$ cat config.mk
export PLATFORM = sky130hd
export DESIGN_NAME = engine_start_sequencer
export DESIGN_NICKNAME = d
export VERILOG_FILES = /design/src/verilog/engine_start_pkg.sv /design/src/verilog/tick_divider.sv /design/src/verilog/engine_start_sequencer.sv
export VERILOG_INCLUDE_DIRS = /design/src /design/src/verilog
export SDC_FILE = /design/constraint.sdc
export NUM_CORES = 1
export LEC_CHECK = 0
export ABC_AREA = 1
export BUFFER_PORTS_ARGS = -buffer_cell sky130_fd_sc_hd__buf_4
export CAP_MARGIN = 0
export CORE_MARGIN = 2
export CORE_UTILIZATION = 42
export DETAILED_ROUTE_END_ITERATION = 7
export GPL_TIMING_DRIVEN = 0
export SYNTH_ARGS = -nofsm -noshare
export SYNTH_HDL_FRONTEND = slang
export SYNTH_HIERARCHICAL = 1
export SYNTH_SLANG_ARGS = --single-unit
$ cat constraint.sdc
create_clock -name ref_clk -period 9 [get_ports ref_clk]
set_input_delay 0.9 -clock ref_clk [delete_from_list [all_inputs] [get_ports ref_clk]]
set_output_delay 0.9 -clock ref_clk [all_outputs]
set_load 0.02 [all_outputs]
$ cat src/verilog/engine_start_defs.svh
// constants for the engine start sequencer: timing, reset values, defaults
// assumes a 125 MHz ref_clk; all setpoint times are in 0.1 s ticks
`ifndef ENGINE_START_DEFS_SVH
`define ENGINE_START_DEFS_SVH

// ==================================================================
// timing
`define CLK_PERIOD_PS   8000
`define TICK_PERIOD_MS  100
// split so the product stays inside 32-bit integer range
`define TICK_CYCLES     ((`TICK_PERIOD_MS * 1000000) / (`CLK_PERIOD_PS / 1000))

// ==================================================================
// field widths
`define TIME_W          14
`define RPM_W           13
`define REPEAT_W        5
`define ACTION_W        3
`define SCALED_W        17

// ==================================================================
// idle detection at 90 percent: speed * 10 >= idle * 9
`define IDLE_NUM        17'h00009
`define IDLE_DEN        17'h0000A

// ==================================================================
// setpoint defaults, times in tenths of a second
`define DEF_HEATER      14'h0000
`define DEF_FUEL_LAG    14'h0002
`define DEF_CRANK       14'h0064
`define DEF_CUTOUT      13'h0226
`define DEF_RETRY       14'h012C
`define DEF_REPEATS     5'h03
`define DEF_ACTION      3'h5
`define DEF_NO_SPEED    14'h001E
`define DEF_IDLE_RPM    13'h04B0
`define DEF_IDLE_TIME   14'h00C8

// ==================================================================
// reset values
`define RST_TIME        14'h0000
`define RST_ATTEMPTS    5'h00
`define RST_ACTION      3'h0

`endif

$ cat src/verilog/engine_start_pkg.sv
// types shared by the engine start sequencer
// assumes engine_start_defs.svh is on the include path
`include "engine_start_defs.svh"

package engine_start_pkg;

  typedef enum logic [7:0] {
    ST_STOPPED = 8'h01,
    ST_PREHEAT = 8'h02,
    ST_CRANK   = 8'h04,
    ST_REST    = 8'h08,
    ST_SPINUP  = 8'h10,
    ST_IDLE    = 8'h20,
    ST_RATED   = 8'h40,
    ST_FAILED  = 8'h80
  } seq_state_t;

  typedef struct packed {
    logic                   seq_enable;
    logic [`TIME_W-1:0]     heater_plug_duration;
    logic [`TIME_W-1:0]     fuel_valve_lag;
    logic [`TIME_W-1:0]     crank_time;
    logic [`RPM_W-1:0]      cutout_rpm;
    logic [`TIME_W-1:0]     retry_time;
    logic [`REPEAT_W-1:0]   crank_repeats;
    logic [`ACTION_W-1:0]   fail_action;
    logic [`TIME_W-1:0]     no_speed_time;
    logic [`RPM_W-1:0]      idle_rpm;
    logic [`TIME_W-1:0]     idle_time;
  } settings_t;

  typedef struct packed {
    logic                   glow_plug;
    logic                   crank;
    logic                   fuel;
    logic                   rated;
    logic                   crank_fail;
    logic [`ACTION_W-1:0]   fail_action;
  } relays_t;

endpackage

$ cat src/verilog/tick_divider.sv
// divides ref_clk into a one-cycle timebase strobe
// assumes a single synchronous clock domain
`timescale 1ns/1ps
`include "engine_start_defs.svh"

module tick_divider #(
  parameter int DIV = `TICK_CYCLES
) (
  input  wire logic ref_clk,
  input  wire logic rst_n,
  output logic      tick
);

  if (DIV < 2) begin : gen_div_check
    $error("tick_divider: DIV must be at least 2");
  end

  logic [31:0] count_reg;
  logic [31:0] count_next;
  logic        tick_reg;
  logic        tick_next;

  always_comb begin
    tick_next  = (count_reg == 32'(DIV - 1));
    count_next = tick_next ? 32'h00000000 : count_reg + 32'h00000001;
  end

  always_ff @(posedge ref_clk) begin
    if (!rst_n) begin
      count_reg <= 32'h00000000;
      tick_reg  <= 1'b0;
    end else begin
      count_reg <= count_next;
      tick_reg  <= tick_next;
    end
  end

  assign tick = tick_reg;

endmodule

$ cat src/verilog/engine_start_sequencer.sv
// engine start sequencer: preheat, crank, fuel, retry, idle hold, rated
// assumes engine_rpm and settings come from logic on ref_clk; start pins are async
`timescale 1ns/1ps
`include "engine_start_defs.svh"

// Overview of operation
// preheat glow plug before each crank when sequencing
// glow plug held until starter released
// no glow plug with sequencing disabled
// fuel relay follows crank after programmed lag
// crank time limit releases starter, uses attempt
// sequencing disabled: starter never energized
// starter released at cutout speed
// wait retry interval between attempts
// attempts allowed equal repeats plus one; at repeats 31 the 5-bit sum wraps to 0 and only one attempt is allowed
// attempts exhausted: raise configured fail action
// no speed signal in wait: abort crank
// idle reached at 90 percent of setpoint
// hold idle time, then energize rated relay
// idle timer starts only after 90 percent
// sequencing disabled: rated relay on at start
// setpoints taken live without restart
// 0.1 s tick timers; reset stops all
// attempt count cleared on accepted start
module engine_start_sequencer #(
  parameter int TICK_DIV = `TICK_CYCLES
) (
  input  wire logic                        ref_clk,
  input  wire logic                        rst_n,
  input  wire logic                        start_cmd,
  input  wire logic                        speed_detect,
  input  wire logic [`RPM_W-1:0]           engine_rpm,
  input  wire engine_start_pkg::settings_t settings,
  output engine_start_pkg::relays_t        relays,
  output engine_start_pkg::seq_state_t     seq_state,
  output logic [`REPEAT_W-1:0]             attempts_used
);

  if (TICK_DIV < 2) begin : gen_div_check
    $error("engine_start_sequencer: TICK_DIV must be at least 2");
  end

  // ==================================================================
  // input synchronisers
  logic run_meta_reg;
  logic run_reg;
  logic spd_meta_reg;
  logic spd_reg;

  always_ff @(posedge ref_clk) begin
    if (!rst_n) begin
      run_meta_reg <= 1'b0;
      run_reg      <= 1'b0;
      spd_meta_reg <= 1'b0;
      spd_reg      <= 1'b0;
    end else begin
      run_meta_reg <= start_cmd;
      run_reg      <= run_meta_reg;
      spd_meta_reg <= speed_detect;
      spd_reg      <= spd_meta_reg;
    end
  end

  // ==================================================================
  // timebase
  logic tick;

  tick_divider #(
    .DIV (TICK_DIV)
  ) u_tick (
    .ref_clk (ref_clk),
    .rst_n   (rst_n),
    .tick    (tick)
  );

  // ==================================================================
  // speed comparisons, always against live setpoints
  logic [`SCALED_W-1:0] speed_scaled;
  logic [`SCALED_W-1:0] idle_scaled;
  logic                 at_idle;
  logic                 at_cutout;

  always_comb begin
    speed_scaled = `SCALED_W'(engine_rpm) * `IDLE_DEN;
    idle_scaled  = `SCALED_W'(settings.idle_rpm) * `IDLE_NUM;
    at_idle      = (speed_scaled >= idle_scaled);
    at_cutout    = (engine_rpm >= settings.cutout_rpm);
  end

  // ==================================================================
  // sequence state
  engine_start_pkg::seq_state_t state_reg;
  engine_start_pkg::seq_state_t state_next;
  logic [`TIME_W-1:0]           elapsed_reg;
  logic [`TIME_W-1:0]           elapsed_next;
  logic [`REPEAT_W-1:0]         attempts_reg;
  logic [`REPEAT_W-1:0]         attempts_next;
  logic [`REPEAT_W-1:0]         attempts_allowed;
  logic                         attempt_over;

  always_comb begin
    state_next       = state_reg;
    attempts_next    = attempts_reg;
    attempts_allowed = settings.crank_repeats + `REPEAT_W'(1);
    attempt_over     = 1'b0;
    case (state_reg)
      engine_start_pkg::ST_STOPPED: begin
        if (run_reg) begin
          attempts_next = `RST_ATTEMPTS;
          if (settings.seq_enable) begin
            state_next = engine_start_pkg::ST_PREHEAT;
          end else begin
            state_next = engine_start_pkg::ST_RATED;
          end
        end
      end
      engine_start_pkg::ST_PREHEAT: begin
        if (elapsed_reg >= settings.heater_plug_duration) begin
          state_next = engine_start_pkg::ST_CRANK;
        end
      end
      engine_start_pkg::ST_CRANK: begin
        if (at_cutout) begin
          state_next = engine_start_pkg::ST_SPINUP;
        end else if (elapsed_reg >= settings.crank_time) begin
          attempt_over = 1'b1;
        end else if (!spd_reg && elapsed_reg >= settings.no_speed_time) begin
          attempt_over = 1'b1;
        end
        if (attempt_over) begin
          attempts_next = attempts_reg + `REPEAT_W'(1);
          if (attempts_next >= attempts_allowed) begin
            state_next = engine_start_pkg::ST_FAILED;
          end else begin
            state_next = engine_start_pkg::ST_REST;
          end
        end
      end
      engine_start_pkg::ST_REST: begin
        if (elapsed_reg >= settings.retry_time) begin
          state_next = engine_start_pkg::ST_PREHEAT;
        end
      end
      engine_start_pkg::ST_SPINUP: begin
        if (at_idle) begin
          state_next = engine_start_pkg::ST_IDLE;
        end
      end
      engine_start_pkg::ST_IDLE: begin
        if (elapsed_reg >= settings.idle_time) begin
          state_next = engine_start_pkg::ST_RATED;
        end
      end
      engine_start_pkg::ST_RATED: begin
        state_next = state_reg;
      end
      engine_start_pkg::ST_FAILED: begin
        state_next = state_reg;
      end
      default: begin
        state_next = engine_start_pkg::ST_STOPPED;
      end
    endcase
    if (!run_reg) begin
      state_next = engine_start_pkg::ST_STOPPED;
    end
    // timer restarts on every state change, saturates otherwise
    if (state_next != state_reg) begin
      elapsed_next = `RST_TIME;
    end else if (tick && elapsed_reg != {`TIME_W{1'b1}}) begin
      elapsed_next = elapsed_reg + `TIME_W'(1);
    end else begin
      elapsed_next = elapsed_reg;
    end
  end

  always_ff @(posedge ref_clk) begin
    if (!rst_n) begin
      state_reg    <= engine_start_pkg::ST_STOPPED;
      elapsed_reg  <= `RST_TIME;
      attempts_reg <= `RST_ATTEMPTS;
    end else begin
      state_reg    <= state_next;
      elapsed_reg  <= elapsed_next;
      attempts_reg <= attempts_next;
    end
  end

  // ==================================================================
  // relay outputs, registered from the next state
  engine_start_pkg::relays_t relays_reg;
  engine_start_pkg::relays_t relays_next;

  always_comb begin
    relays_next = '0;
    // glow only exists in sequenced states, so never without sequencing
    relays_next.glow_plug = (state_next == engine_start_pkg::ST_PREHEAT) ||
                            (state_next == engine_start_pkg::ST_CRANK);
    relays_next.crank = (state_next == engine_start_pkg::ST_CRANK);
    relays_next.fuel  = ((state_next == engine_start_pkg::ST_CRANK) &&
                         (elapsed_next >= settings.fuel_valve_lag)) ||
                        (state_next == engine_start_pkg::ST_SPINUP) ||
                        (state_next == engine_start_pkg::ST_IDLE) ||
                        (state_next == engine_start_pkg::ST_RATED);
    relays_next.rated = (state_next == engine_start_pkg::ST_RATED);
    relays_next.crank_fail = (state_next == engine_start_pkg::ST_FAILED);
    relays_next.fail_action = relays_next.crank_fail ? settings.fail_action
                                                     : `RST_ACTION;
  end

  always_ff @(posedge ref_clk) begin
    if (!rst_n) begin
      relays_reg <= '0;
    end else begin
      relays_reg <= relays_next;
    end
  end

  assign relays        = relays_reg;
  assign seq_state     = state_reg;
  assign attempts_used = attempts_reg;
endmodule

==> impl_results.rst <==
.. list-table::
   :header-rows: 1

   * - Metric
     - Value
   * - Run status
     - complete, no violations
   * - Hold-critical path endpoint
     - run_reg
   * - Total routing resource utilization after global routing
     - about a fifth
   * - RSZ-0062 raised after global routing
     - false
   * - Number of filler cells placed in the layout
     - between 2000 and 2500
   * - Crit Reg-Reg Startpoint
     - attempts_used[0]
   * - F_max
     - 0.1568 GHz
   * - Share of the core filled with cells in the final layout
     - between 50% and 60%
   * - Port-buffer cells
     - 156
   * - Primary FF master, synth
     - sky130_fd_sc_hd__dfxtp_1
   * - Worst-path cell with the longest stage delay
     - sky130_fd_sc_hd__fa_1
   * - Initial antenna violation count
     - 0
   * - Worst vdd ir
     - 0.1068 mV
   * - Async SR Flop Fraction
     - 0%
   * - Post-route fraction of the period consumed by the critical path
     - 70.85%
   * - Most common cell after layout, fill and taps aside
     - sky130_fd_sc_hd__nand2_1
   * - Total number of vias
     - 7900
   * - Drt pass-1 iters
     - 4
   * - Reg2Reg Depth
     - 31
   * - Cells after DPL
     - 1691
   * - Category of the worst setup path capture point
     - flop
   * - Cell Count, Final, Fillers Out
     - around 1700
   * - Die Wd
     - between 100 and 150 um
   * - Number of hold-slack violations in the final timing report
     - 0
   * - Pin count of the biggest net entering global routing
     - 12
   * - Post-CTS Setup Repair Bufs
     - 0
   * - Max Cap Viol
     - 0
   * - Top library cells by usage in the layout, fill and taps aside
     - 291 x sky130_fd_sc_hd__nand2_1, 255 x sky130_fd_sc_hd__inv_1, 164 x sky130_fd_sc_hd__ha_1
   * - Antenna viol nets, final
     - 0
   * - Terminus of the critical flop-to-flop path
     - relays[5]
   * - Slew of the pin with the lowest slew margin
     - about 0.58 ns
   * - Final sum of negative setup slack
     - 0 ns
   * - Seq/Total Area, Yosys
     - between 15 and 20%
   * - Mapped cell area
     - approximately 0.0084 mm^2
   * - Remaining global-route overflow
     - 0
   * - Critical Path Fanout Max
     - 10
   * - Clock latency on the worst-skew pair
     - 0.33 ns
   * - Total nets after synthesis
     - approximately 1600
   * - Number of synthesized register bits
     - about 70
   * - Pwr Density
     - roughly 96 mW/mm^2
   * - Reg2reg setup slack
     - approximately 4.7 ns
   * - Total leakage power
     - between 5 and 6 nW
   * - Final nets
     - between 1500 and 2000
   * - Placement row count
     - 51
   * - CP most frequent cell
     - sky130_fd_sc_hd__nand2_1
   * - Inserted Clock Buffers
     - 9
   * - Number of warning messages in the yosys log
     - 6
   * - Total power
     - a little under 1 mW
   * - Die outline area
     - around 0.021 mm^2
   * - Category of the worst setup path launch point
     - input port
   * - Clock period minus final worst setup slack
     - roughly 6.4 ns
   * - Share of the synthesized area in the top cell type
     - 24.41%
   * - Worst path required time
     - between 9 and 10 ns
   * - Avg Inst Size Synth
     - 6.620 um^2
   * - DPL Wire Length
     - approximately 18 mm
   * - Share of cells above drive strength 1
     - between 10% and 20%
   * - Total detailed-routing wirelength
     - between 20 and 25 mm
   * - Final weighted congestion in routability-driven placement
     - 0.8939
   * - CTS tree
     - done
   * - Initial standard-cell utilization of the core
     - ~43%
   * - HP Start
     - run_meta_reg
   * - Netlist cell types
     - 44
   * - Final number of max-transition violations
     - 0
   * - # H-tree levels
     - 3
   * - Root buffer selected by CTS
     - sky130_fd_sc_hd__clkbuf_16
   * - Average detailed-routed wire length per instance
     - between 10 and 15 um
   * - Vias in the first global route
     - 7467
   * - Max-Slew Margin vs Limit
     - 61.36%
   * - Number of design rule violations left after detail routing
     - 0
   * - Instance count of the mapped netlist
     - 1270
   * - Crit-path max cell delay
     - about 0.39 ns
   * - Synth-to-layout area growth
     - 21.70%
   * - Final number of setup-violating endpoints
     - 0
   * - Number of flip-flops under the largest register name
     - 32
   * - Post-cts resize count
     - 0
   * - Cell count of the worst hold path
     - 2
   * - Post-synth EDFFs
     - 0
   * - Worst min-delay path category
     - flop to flop
   * - Num Clock Sinks
     - 72
   * - Die Y-Extent
     - between 100 and 150 um
   * - Final clock skew
     - slightly below 0.007 ns
   * - IO Pins
     - roughly 160
   * - Beginning of the critical path
     - engine_rpm[3]
   * - Global-route wire length before repair
     - around 35 mm
   * - Critical path type
     - input port to flop
   * - Core region area
     - just under 0.02 mm^2
   * - Largest cells by area after synthesis
     - sky130_fd_sc_hd__ha_1 24%, sky130_fd_sc_hd__dfxtp_1 17%, sky130_fd_sc_hd__nand2_1 13%, sky130_fd_sc_hd__inv_1 11%, sky130_fd_sc_hd__nor2_1 5.9%
   * - Number of buffers on the longest clock path
     - 2
   * - Largest area contributor in the synthesized netlist
     - sky130_fd_sc_hd__ha_1
   * - Initial DRC count
     - 248
   * - Arrival time at the worst endpoint
     - ~6.7 ns
   * - Detailed-route vias per instance
     - around 4.6
   * - Clock transition at the registers of the reported paths
     - about 0.05 ns
   * - Hold bufs inserted after CTS
     - 0
   * - Antenna diode count
     - 0
-- per-layer routing --
metal	vias up	global-route usage (%)	share of wire, %
li1	4353	-	-
met1	3382	26.47	50
met2	150	33.08	44
met3	15	4.984	5.1
met4	0	2.598	0.92
met5	-	0	0
-- report_power, final --
group | internal [mW] | switching (mW) | leakage [nW]
logic | 0.131 | 0.146 | 4.93
clock network | 0.256 | 0.127 | 0.159
registers | 0.322 | 0.00271 | 0.582
total | 0.709 | 0.275 | 5.67
-- through the flow --
step / setup slack [ns] / hold WS (ns) / area [um^2]
4_1_cts: 2.629 / 0.4183 / 10230
3_5_place_dp: 2.295 / 0.4052 / 9910
5_1_grt: 1.933 / 0.4322 / 10230
2_1_floorplan: 3.228 / 0.3905 / 8407
3_3_place_gp: 2.270 / 0.3936 / 9910
6_report: 2.623 / 0.4119 / 10230
-- how the worst max path moves through the flow --
stage,to,slack (ns),depth (start not counted)
6_report,relays[5],2.62,42
4_1_cts,relays[5],2.63,42
5_1_grt,relays[5],1.93,42
2_1_floorplan,relays[5],3.23,41
3_5_place_dp,relays[5],2.30,42
3_3_place_gp,relays[5],2.27,42
-- cell usage after synthesis, types with 2 or more instances --
cell type / n
sky130_fd_sc_hd__nand2_1: 291
sky130_fd_sc_hd__inv_1: 255
sky130_fd_sc_hd__ha_1: 164
sky130_fd_sc_hd__nor2_1: 133
sky130_fd_sc_hd__a21oi_1: 72
sky130_fd_sc_hd__dfxtp_1: 72
sky130_fd_sc_hd__nand3_1: 62
sky130_fd_sc_hd__xor2_1: 36
sky130_fd_sc_hd__o21ai_0: 30
sky130_fd_sc_hd__nor3_1: 19
sky130_fd_sc_hd__nor2_2: 18
sky130_fd_sc_hd__xnor2_1: 16
sky130_fd_sc_hd__nand3_2: 12
sky130_fd_sc_hd__nand4_1: 12
sky130_fd_sc_hd__nor2_4: 12
sky130_fd_sc_hd__nand2_2: 10
sky130_fd_sc_hd__o21bai_1: 6
sky130_fd_sc_hd__buf_6: 4
sky130_fd_sc_hd__inv_2: 4
sky130_fd_sc_hd__clkbuf_1: 3
sky130_fd_sc_hd__nand2_4: 3
sky130_fd_sc_hd__nor4_2: 3
sky130_fd_sc_hd__o211ai_1: 3
sky130_fd_sc_hd__a21boi_0: 2
sky130_fd_sc_hd__a21o_1: 2
sky130_fd_sc_hd__and2_1: 2
sky130_fd_sc_hd__buf_1: 2
sky130_fd_sc_hd__fa_1: 2
sky130_fd_sc_hd__nand3b_1: 2
sky130_fd_sc_hd__nor3b_1: 2
sky130_fd_sc_hd__nor4_1: 2
sky130_fd_sc_hd__o211a_1: 2
-- critical path, delay by kind of cell --
| kind | cells | cell delay (ns) |
|---|---|---|
| buffers and inverters | 4 | 0.47 |
| AOI/OAI and AO/OA | 14 | 2.12 |
| adders and majority gates | 5 | 1.22 |
| and+or+nand+nor | 19 | 1.91 |
-- kinds of logic after synthesis --
group           synth area share [%]
compound gates                 8.141
xor+xnor                       5.417
fa+ha+maj                      24.88
buf+inv                        12.56
flops                          17.15
simple gates                   31.85
-- area by class of cell --
cell class	instances	area [um^2]	share of cell area, %
buffer	10	83.83	0.8194
clock buffer	12	256.5	2.507
clock inverter	3	65.06	0.6359
inverter	259	972.2	9.502
multi-input combinational	929	5909	57.76
sequential	72	1441	14.09
tap	265	331.6	3.241
timing repair buffer	156	1171	11.45
Power figures use the tool's default switching activity.
